===== config.mk =====
export PLATFORM = sky130hd
export DESIGN_NAME = dual_style_host_bus_port
export DESIGN_NICKNAME = d
export VERILOG_FILES = /design/src/verilog/host_port_pkg.sv /design/src/verilog/dual_style_host_bus_port.sv /design/src/verilog/irq_pin_router.sv
export SDC_FILE = /design/constraint.sdc
export NUM_CORES = 1
export LEC_CHECK = 0
export ABC_AREA = 1
export BUFFER_PORTS_ARGS = -buffer_cell sky130_fd_sc_hd__buf_2
export CELL_PAD_IN_SITES_DETAIL_PLACEMENT = 1
export CELL_PAD_IN_SITES_GLOBAL_PLACEMENT = 2
export CORE_AREA = 3 3 88 90
export DETAILED_ROUTE_END_ITERATION = 6
export DIE_AREA = 0 0 91 93
export PLACE_DENSITY = 0.8
export SYNTH_ARGS = -nofsm -noshare
export SYNTH_HDL_FRONTEND = slang
export SYNTH_SLANG_ARGS = --single-unit
export TNS_END_PERCENT = 30

===== constraint.sdc =====
create_clock -name ref_clk_i -period 3 [get_ports ref_clk_i]
set_input_delay 0 -clock ref_clk_i [delete_from_list [all_inputs] [get_ports ref_clk_i]]
set_output_delay 0 -clock ref_clk_i [all_outputs]
set_load 0.03 [all_outputs]

===== src/verilog/host_port_pkg.sv =====
// Purpose: Shared types and constants for the dual-style host bus port
// Assumes: One 200 MHz clock, synchronous active-low reset
// Notes:   Pins are sampled synchronously; strobe edges are found by comparing samples
package host_port_pkg;

    localparam int          ADDR_W        = 3;
    localparam int          DATA_W        = 8;
    localparam int          REGS_PER_CH   = 8;
    localparam logic        STYLE_STROBES = 1'b1;   // Separate read and write strobes
    localparam logic        STYLE_SINGLE  = 1'b0;   // Single select with direction line
    localparam logic        DIR_READ      = 1'b1;
    localparam logic        DIR_WRITE     = 1'b0;
    localparam logic [7:0]  DATA_RST      = 8'h00;
    localparam logic [2:0]  ADDR_RST      = 3'h0;

    // Host-side pins, as sampled
    typedef struct packed {
        logic                  style_sel;
        logic                  read_strobe_n;
        logic                  write_strobe_n;
        logic                  channel_a_select_n;
        logic                  channel_b_select_n;
        logic [ADDR_W-1:0]     register_address;
        logic [DATA_W-1:0]     data_in;
    } host_pins_s;

    // One register access toward the channel register files
    typedef struct packed {
        logic                  rd;
        logic                  wr;
        logic                  chan_b;
        logic [ADDR_W-1:0]     addr;
        logic [DATA_W-1:0]     wdata;
    } reg_access_s;

    // Bus cycle states, one-hot
    typedef enum logic [2:0] {
        ST_IDLE  = 3'b001,
        ST_READ  = 3'b010,
        ST_WRITE = 3'b100
    } bus_state_e;

endpackage


===== src/verilog/dual_style_host_bus_port.sv =====
// Purpose: Host parallel bus port of a two-channel serial controller
// Assumes: Host pins synchronous to ref_clk_i; register files lie outside
// Notes:   Strobe edges found by comparing two successive pin samples
//
// What this block does
// - Style input high selects separate strobes; low selects single select with direction.
// - Three address bits pick one register of the addressed channel.
// - Eight-bit two-way data bus: bytes in on writes, out on reads.
// - Strobe style: read strobe fall starts read, byte driven; host samples at strobe rise.
// - Write strobe fall starts write; byte captured at strobe rise.
// - Separate-strobe style has one low-active select per channel.
// - Single-select style: write strobe pin is direction, high read, low write.
// - Single-select style: channel A select is the one shared chip select.
// - Single-select style: channel B select pin is channel address bit.
// - Strobe style: channel A interrupt driven and aux low when enable bit set.
// - Strobe style: channel B interrupt and aux follow its enable bit likewise.
// - Single-select style: channel A interrupt pin is shared open-drain low interrupt.
// - Single-select style: channel B interrupt output held driven low.
// - Low-active transmit-ready output reflects channel A transmit status.
// - Low-active receive-ready output reflects channel A receive status.
`timescale 1ns/10ps
`default_nettype none
module dual_style_host_bus_port
    import host_port_pkg::*;
#(
    parameter int DW = DATA_W
) (
    // Clock and reset
    input  wire logic          ref_clk_i,
    input  wire logic          rst_n_i,
    // Host bus pins
    input  wire logic          style_sel_i,
    input  wire logic          read_strobe_n_i,
    input  wire logic          write_strobe_n_i,
    input  wire logic          channel_a_select_n_i,
    input  wire logic          channel_b_select_n_i,
    input  wire logic [2:0]    register_address_i,
    input  wire logic [DW-1:0] data_bus_lines_i,
    output logic      [DW-1:0] data_bus_lines_o,
    output logic               data_bus_lines_oe_o,
    // Register file side
    input  wire logic [DW-1:0] rdata_a_i,
    input  wire logic [DW-1:0] rdata_b_i,
    output reg_access_s        access_o,
    // Interrupt and status inputs
    input  wire logic          irq_a_i,
    input  wire logic          irq_b_i,
    input  wire logic          irq_oe_a_i,
    input  wire logic          irq_oe_b_i,
    input  wire logic          tx_room_a_i,
    input  wire logic          rx_avail_a_i,
    // Interrupt, aux and status pins
    output logic               irq_out_a_o,
    output logic               irq_out_a_oe_o,
    output logic               irq_out_b_o,
    output logic               irq_out_b_oe_o,
    output logic               aux_out_a_n_o,
    output logic               aux_out_b_n_o,
    output logic               tx_room_a_n_o,
    output logic               rx_avail_a_n_o
);

    // Whole port state, registered as one
    typedef struct packed {
        bus_state_e    state;
        logic          rd_q;        // Previous decoded read request
        logic          wr_q;        // Previous decoded write request
        logic          chan_b;      // Channel latched at cycle start
        logic [2:0]    addr;        // Register address latched at cycle start
        logic [DW-1:0] dout;
        logic          oe;
        reg_access_s   acc;
        logic          tx_n;
        logic          rx_n;
    } port_s;

    // Present state and its next value
    port_s st_reg;
    port_s st_next;

    // Decoded requests, high only while a channel is selected
    logic       rd_req;
    logic       wr_req;
    logic       sel_b;

    // Host pins gathered as one synchronous sample
    host_pins_s pins;

    assign pins = '{style_sel:          style_sel_i,
                    read_strobe_n:      read_strobe_n_i,
                    write_strobe_n:     write_strobe_n_i,
                    channel_a_select_n: channel_a_select_n_i,
                    channel_b_select_n: channel_b_select_n_i,
                    register_address:   register_address_i,
                    data_in:            DATA_W'(data_bus_lines_i)};

    // Decode the host pins per bus style; an unknown style makes no request
    always_comb begin
        case (pins.style_sel)
            STYLE_STROBES: begin
                sel_b  = ~pins.channel_b_select_n & pins.channel_a_select_n;
                rd_req = ~pins.read_strobe_n
                         & (pins.channel_a_select_n ^ pins.channel_b_select_n);
                wr_req = ~pins.write_strobe_n
                         & (pins.channel_a_select_n ^ pins.channel_b_select_n);
            end
            STYLE_SINGLE: begin
                // Read strobe is ignored here; the host keeps it high
                sel_b  = pins.channel_b_select_n;
                rd_req = ~pins.channel_a_select_n
                         & (pins.write_strobe_n == DIR_READ);
                wr_req = ~pins.channel_a_select_n
                         & (pins.write_strobe_n == DIR_WRITE);
            end
            default: begin
                sel_b  = 1'b0;
                rd_req = 1'b0;
                wr_req = 1'b0;
            end
        endcase
    end

    // Bus cycle sequencing
    always_comb begin
        st_next        = st_reg;
        st_next.rd_q   = rd_req;
        st_next.wr_q   = wr_req;
        st_next.acc.rd = 1'b0;
        st_next.acc.wr = 1'b0;
        st_next.tx_n   = ~tx_room_a_i;
        st_next.rx_n   = ~rx_avail_a_i;
        case (st_reg.state)
            ST_IDLE: begin
                // Wait for a fresh request edge
                st_next.oe = 1'b0;
                if (rd_req && !st_reg.rd_q) begin
                    st_next.state      = ST_READ;
                    st_next.chan_b     = sel_b;
                    st_next.addr       = pins.register_address;
                    st_next.acc.rd     = 1'b1;                             // Start internal read
                    st_next.acc.chan_b = sel_b;
                    st_next.acc.addr   = pins.register_address;
                end else if (wr_req && !st_reg.wr_q) begin
                    st_next.state     = ST_WRITE;
                    st_next.chan_b    = sel_b;
                    st_next.addr      = pins.register_address;
                    st_next.acc.wdata = pins.data_in;                      // A one-sample strobe still has data
                end
            end
            ST_READ: begin
                // Drive read data while the request stands
                st_next.dout = st_reg.chan_b ? rdata_b_i : rdata_a_i;
                st_next.oe   = rd_req;
                if (!rd_req) begin
                    st_next.state = ST_IDLE;
                end
            end
            ST_WRITE: begin
                // Track write data until the strobe rises
                if (!wr_req) begin
                    st_next.state      = ST_IDLE;                          // Capture at strobe rise
                    st_next.acc.wr     = 1'b1;
                    st_next.acc.chan_b = st_reg.chan_b;
                    st_next.acc.addr   = st_reg.addr;
                end else begin
                    st_next.acc.wdata  = pins.data_in;
                end
            end
            default: begin
                // Illegal state code returns to idle
                st_next.state = ST_IDLE;
                st_next.oe    = 1'b0;
            end
        endcase
    end

    // Register all state
    always_ff @(posedge ref_clk_i) begin
        if (!rst_n_i) begin
            st_reg.state  <= ST_IDLE;
            st_reg.rd_q   <= 1'b0;
            st_reg.wr_q   <= 1'b0;
            st_reg.chan_b <= 1'b0;
            st_reg.addr   <= ADDR_RST;
            st_reg.dout   <= DW'(DATA_RST);
            st_reg.oe     <= 1'b0;
            st_reg.acc    <= '0;
            st_reg.tx_n   <= 1'b1;
            st_reg.rx_n   <= 1'b1;
        end else begin
            st_reg <= st_next;
        end
    end

    // Outputs come straight from the state register
    assign data_bus_lines_o    = st_reg.dout;
    assign data_bus_lines_oe_o = st_reg.oe;
    assign access_o            = st_reg.acc;
    assign tx_room_a_n_o       = st_reg.tx_n;
    assign rx_avail_a_n_o      = st_reg.rx_n;

    // Interrupt and aux pin routing
    irq_pin_router u_irq (
        .ref_clk_i      (ref_clk_i),
        .rst_n_i        (rst_n_i),
        .style_sel_i    (style_sel_i),
        .irq_a_i        (irq_a_i),
        .irq_b_i        (irq_b_i),
        .irq_oe_a_i     (irq_oe_a_i),
        .irq_oe_b_i     (irq_oe_b_i),
        .irq_out_a_o    (irq_out_a_o),
        .irq_out_a_oe_o (irq_out_a_oe_o),
        .irq_out_b_o    (irq_out_b_o),
        .irq_out_b_oe_o (irq_out_b_oe_o),
        .aux_out_a_n_o  (aux_out_a_n_o),
        .aux_out_b_n_o  (aux_out_b_n_o)
    );

endmodule
`default_nettype wire


===== src/verilog/irq_pin_router.sv =====
// Purpose: Routes per-channel interrupts by bus style; aux outputs follow the enable bits in both styles
// Assumes: Inputs synchronous to ref_clk_i
// Notes:   All outputs registered; open-drain drive expressed as enables
`timescale 1ns/10ps
`default_nettype none
module irq_pin_router
    import host_port_pkg::*;
(
    input  wire logic ref_clk_i,
    input  wire logic rst_n_i,
    input  wire logic style_sel_i,
    input  wire logic irq_a_i,
    input  wire logic irq_b_i,
    input  wire logic irq_oe_a_i,
    input  wire logic irq_oe_b_i,
    output logic      irq_out_a_o,
    output logic      irq_out_a_oe_o,
    output logic      irq_out_b_o,
    output logic      irq_out_b_oe_o,
    output logic      aux_out_a_n_o,
    output logic      aux_out_b_n_o
);

    typedef struct packed {
        logic a_o;
        logic a_oe;
        logic b_o;
        logic b_oe;
        logic aux_a_n;
        logic aux_b_n;
    } route_s;

    route_s st_reg;
    route_s st_next;

    // Pick pin drive per style and enable bits
    always_comb begin
        st_next         = st_reg;
        st_next.aux_a_n = ~irq_oe_a_i;
        st_next.aux_b_n = ~irq_oe_b_i;
        if (style_sel_i == STYLE_STROBES) begin
            st_next.a_o  = irq_a_i;
            st_next.a_oe = irq_oe_a_i;
            st_next.b_o  = irq_b_i;
            st_next.b_oe = irq_oe_b_i;
        end else begin
            st_next.a_o  = 1'b0;                 // Open drain pulls low only
            st_next.a_oe = irq_a_i | irq_b_i;
            st_next.b_o  = 1'b0;
            st_next.b_oe = 1'b1;
        end
    end

    // Register the pin state
    always_ff @(posedge ref_clk_i) begin
        if (!rst_n_i) begin
            st_reg <= '{a_o: 1'b0, a_oe: 1'b0, b_o: 1'b0, b_oe: 1'b0, aux_a_n: 1'b1, aux_b_n: 1'b1};
        end else begin
            st_reg <= st_next;
        end
    end

    assign irq_out_a_o    = st_reg.a_o;
    assign irq_out_a_oe_o = st_reg.a_oe;
    assign irq_out_b_o    = st_reg.b_o;
    assign irq_out_b_oe_o = st_reg.b_oe;
    assign aux_out_a_n_o  = st_reg.aux_a_n;
    assign aux_out_b_n_o  = st_reg.aux_b_n;

endmodule
`default_nettype wire

* Yosys cells after proc, flatten, opt, wreduce, memory -nomap -nowiden
Cells that the tools add are included.
** Operators by class
- Reduce and logical (&&, ||, !) cells :: 13
- Multiplexer cells :: 20
- Bitwise operators :: 16
- Equal/unequal tests :: 10
** Operators with widths (number)
- two-way mux 8 bit :: 4
- case mux 12 bit (2 select lines) :: 1
- two-way mux 3 bit :: 5
- two-way mux 4 bit :: 3
- != test 2 bit (second input constant) :: 6
- NOT 1 bit :: 9
- case mux 3 bit (3 select lines) :: 1
- case mux 1 bit (2 select lines) :: 4
- AND reduction 2 bit :: 4
- AND reduction 3 bit :: 2
- AND 1 bit :: 5
- two-way mux 5 bit :: 1
- AND reduction 4 bit :: 1
- nonzero test 2 bit :: 2
- == test 3 x 1 -> 1 bit (second input constant) :: 1
- == test 3 x 2 -> 1 bit (second input constant) :: 1
- == test 3 bit (second input constant) :: 1
- != test 3 bit (second input constant) :: 1
- logical AND 1 bit :: 2
- logical NOT 1 bit :: 2
- two-way mux 1 bit :: 1
- OR 1 bit :: 1
- bitwise XOR 1 bit :: 1
** Storage, ports and cells
- Register bits :: 40
- Input port bits :: 40
- Output and inout port bits :: 31
- Logic and storage cells :: 79

* Logic depth before layout (Yosys ltp)
- Depth in word-level cells :: 7
- Depth in mapped cells :: 10

* Hierarchy
From an unflattened synthesis, not the netlist that was laid out.
** Unflattened totals
- Cell total of the unflattened synthesis :: 271
- Area total of the unflattened synthesis :: 1908.1 sq um
** By module, submodules not included
- dual_style_host_bus_port :: instances 1, cells an instance 253, seq. area each 680.7 sq um, area each 1732.9 sq um
- irq_pin_router :: instances 1, cells an instance 18, seq. area each 120.1 sq um, area each 175.2 sq um

* Worst setup path after synthesis
Ideal clock, no wire load.
- Path type :: register to register
- From :: reg st_reg[32] in the netlist's numbering
- To :: reg st_reg (netlist bit access_o[0])
- Path buffers :: 0
- Arrival :: 1030 ps
- Path slack :: 1858 ps
- Period minus slack after synthesis :: 1142 ps
- Stages on the path, launching flop included :: 9
- Setup time :: 113 ps
- Path through :: dfxtp_1 -> nor2_1 -> nand2_1 -> nand2_2 -> inv_2 -> nor2_4 -> nand3_1 -> nand2_1 -> nor2_1
** On the way
- Word-level cells in the longest chain between the ends :: 3
- Elaborated cells on any way between the ends :: 8
- Classes of those cells :: eq/ne: 5; mux: 1; reduce/logical: 2
** Ends and longest elaborated chain
- start: declaration :: line dual_style_host_bus_port.sv:78 : port_s st_reg;
- start signal: assignment :: line dual_style_host_bus_port.sv:191 : st_reg <= st_next;
- == test 3 x 1 -> 1 bit or == test 3 bit (tied branches) :: line dual_style_host_bus_port.sv:132 : case (st_reg.state)
- != test 2 bit (no source line) or nonzero test 2 bit (tied branches)
- AND reduction 4 bit (no source line)
Parallel ways exist; a longest one is shown, timed or not.
A chain may end at the register's enable or synchronous reset.

* Final worst setup path
- From :: reg st_reg[33] in the netlist's numbering
- To :: reg st_reg[31] in the netlist's numbering
** On the way
- Word-level cells in the longest chain between the ends :: 3
- Elaborated cells on any way between the ends :: 8
- Classes of those cells :: eq/ne: 6; mux: 1; reduce/logical: 1
** Ends and longest elaborated chain (line)
- == test 3 x 1 -> 1 bit (tied with other cells) :: dual_style_host_bus_port.sv:132
- != test 3 bit (no source line) or != test 2 bit (tied branches)
- AND reduction 3 bit (no source line)
Parallel ways exist; a longest one is shown, timed or not.

==> metrics.cfg <==
[global_routing]
grt_pass1_vias=1795
grtUsageTotal_pct=11.8
grt_pass1_wl_mm=8.14
grt_max_degree=28
grt.overflow.total=0
antenna_found_initial=0

[floorplan]
num_rows=31
die_w_microns=91
die-height_microns=93
initial_utilization_pct=27.2
core_sq_um=7140
die-area_sq_um=8460
io_pins=71

[logic_synthesis]
yosysWarnings=0
synth_xor_xnor_area_share_pct=0
synthSimpleGateAreaFrac_pct=33.3
syn_nets=311
synthCells=270
syn_area_sq_um=1940
synth-compound-area-share_pct=7.61
yosysTopAreaCellShare_pct=41.3
synthTopCellsByArea=dfxtp_1 41%, nand2_1 12%, buf_4 9.3%
yosysSeqAreaShare_pct=41.3
synth_largest_area_cell=dfxtp_1
synthAdderAreaFrac_pct=0.645
ys_types=25
synth.area.mux_share_pct=0
synth-seq-cells=40
syn_area_per_cell_sq_um=7.18
synth_top_family_by_area=simple AND/OR/NAND/NOR gates

[timing]
period_share_pct=50.7
finClkSkew_ns=0.00787
finalWorstPathRequiredPeriod_ns=1.52
fin_ws_ns=1.48
slew_headroom_pct=61.4
drv_slew=0
tns_ns=0
hold_viol_final=0
fmax_mhz=657
worst_pin_slew_ns=0.577
holdWs_ns=0.0242
grt_setup_unrepaired=false
finalSetupViolations=0

[detailed_routing]
vias_per_cell=4.10
drtAntennaViolNets=0
vias=1761
wirelength_mm=4.87
drcViolationCount=0
first_pass_iters=4
wl_per_cell_microns=11.3
drt_iter0_drc=37

[layout]
fin_cells=429
finalInstanceArea_sq_um=2410
finalNetCount=370
area_growth_syn_to_layout_pct=24.2
largest_reg_flops=14
diodes=0
final_layout_size_suffix_gt1_share_pct=30.9
fill_cells=956

[cts]
clk_pin_slew_ns=0.08
root_buffer=clkbuf_8
cts_tree=done
clock_latency_ns=0.29
cts_num_sinks=40
numCtsBuffers=5
ctsHtreeMaxLevel=2
cts.path.max_buffers=2

[setup_path]
cpMaxStageDelayCell=nand3b_1
reg2reg_from=st_reg[33]
cpMostUsedCell=nand3b_1
critical_path.max_stage_delay_ns=0.49
end_kind=flip-flop
reg2reg_to=st_reg[31]
cp.arrival_ns=1.69
crit_fanout=17
startpoint_type=flip-flop
ff2ff_path_depth=4
crit_chain=nand3b_1 -> or2_1 -> nand3b_1 -> nand3_1
ff2ff_setup_slack_ns=1.48
path_class=reg2reg
required_ns=3.16

[placement]
io_buffers=70
dp_hpwl_mm=3.70
place_area_sq_um=2220
dp_cells=411
place_congestion=0.773
pre_cts_ws_ns=1.45

[worst_hold_path]
hold_class=in2reg
min_from=data_bus_lines_i[3]
hold_path_depth=5
min_to=access_o[3]

[outcome]
status=finished clean

[power_and_ir_drop]
leakage_nw=1.22
powerDensity_nw_per_um2=565
peakVddDrop_v=0.000160

[flow_run]
maxCapViolCount=0

cells in the mapped netlist:
master	count
clkinv_1	1
nand3b_2	1
ha_1	1
clkbuf_1	2
nand3_1	19
nor2_4	4
o21ai_1	1
o211ai_1	1
nor3_1	3
nand3_2	1
nand2_4	1
dfxtp_1	40
o21ai_0	13
nand3b_1	2
buf_4	24
a21oi_1	14
nor2_2	4
nor2_1	30
nand2_1	60
inv_1	32
inv_2	3
nand2_2	9
or2_1	1
nand3_4	1
buf_2	2
logic make-up (layout without fill, tap and decap cells):
kind of cell | after synthesis | in the layout
fa+ha+maj | 1 | 1
simple gates | 136 | 136
compound gates | 29 | 29
buf+inv | 64 | 124
flops | 40 | 40
layout by cell type (no fill, tap or decap):
cell	synthesis	routed
nand3b_1	2	2
nor2_2	4	4
o21ai_1	1	1
o211ai_1	1	1
nor2_1	30	30
ha_1	1	1
inv_2	3	3
clkinv_1	1	1
dfxtp_1	40	40
o21ai_0	13	13
nand3b_2	1	1
nand3_1	19	19
inv_1	32	32
clkinv_2	0	2
clkbuf_8	0	6
nor2_4	4	4
nand2_2	9	9
buf_2	2	70
nand2_1	60	60
nand2_4	1	1
nor3_1	3	3
nand3_2	1	1
or2_1	1	1
a21oi_1	14	14
dlygate4sd3_1	0	10
nand3_4	1	1
through the flow:
stage	utilization (%)	power (W)
2_1_floorplan	-	0.000931
3_3_place_gp	31.0	0.000991
3_5_place_dp	31.0	0.00100
4_1_cts	33.7	0.00139
5_1_grt	33.7	0.00146
6_report	33.7	0.00136
power breakdown:
| part | switching, W | internal [W] |
|---|---|---|
| Clock | 0.000188 | 0.000184 |
| Sequential | 0.0000258 | 0.000581 |
| Combinational | 0.000254 | 0.000127 |
per-layer routing:
metal	vias to the layer above	track usage [%]	wire [microns]
met1	797	13.2	2100
met5	-	0	0
met3	4	3.22	195
met4	0	3.77	56
li1	927	-	-
met2	33	21.8	2520
how the worst max path moves through the flow:
| stage | startpoint | endpoint | slack [ns] |
|---|---|---|---|
| floorplan | st_reg[32] | access_o[0] | 1.86 |
| global placement | st_reg[33] | st_reg[31] | 1.49 |
| detailed placement | st_reg[33] | st_reg[31] | 1.45 |
| CTS | st_reg[33] | st_reg[31] | 1.44 |
| global route | st_reg[31] | st_reg[31] | 1.36 |
| finish | st_reg[33] | st_reg[31] | 1.48 |
critical path: cells and delay by family, from the launching register on:
kind	cells	cell delay, ns
AND/OR/NAND/NOR	4	1.07
flip-flops	1	0.33
cell type report:
class | count | area (sq um) | area share (%)
Sequential cell | 40 | 801 | 33.2
Clock inverter | 2 | 10.0 | 0.416
Timing Repair Buffer | 80 | 450 | 18.7
Inverter | 36 | 135 | 5.61
Multi-Input combinational cell | 166 | 806 | 33.5
Tap cell | 99 | 124 | 5.14
Clock buffer | 6 | 82.6 | 3.43
repair_timing:
| action | in CTS | in global routing |
|---|---|---|
| hold endpoints to repair | 11 | 0 |
| hold buffers | 10 | 0 |
| resized for setup | 0 | 0 |
| buffers inserted | 0 | 0 |
No activity file was read; power rests on OpenSTA's default activity.
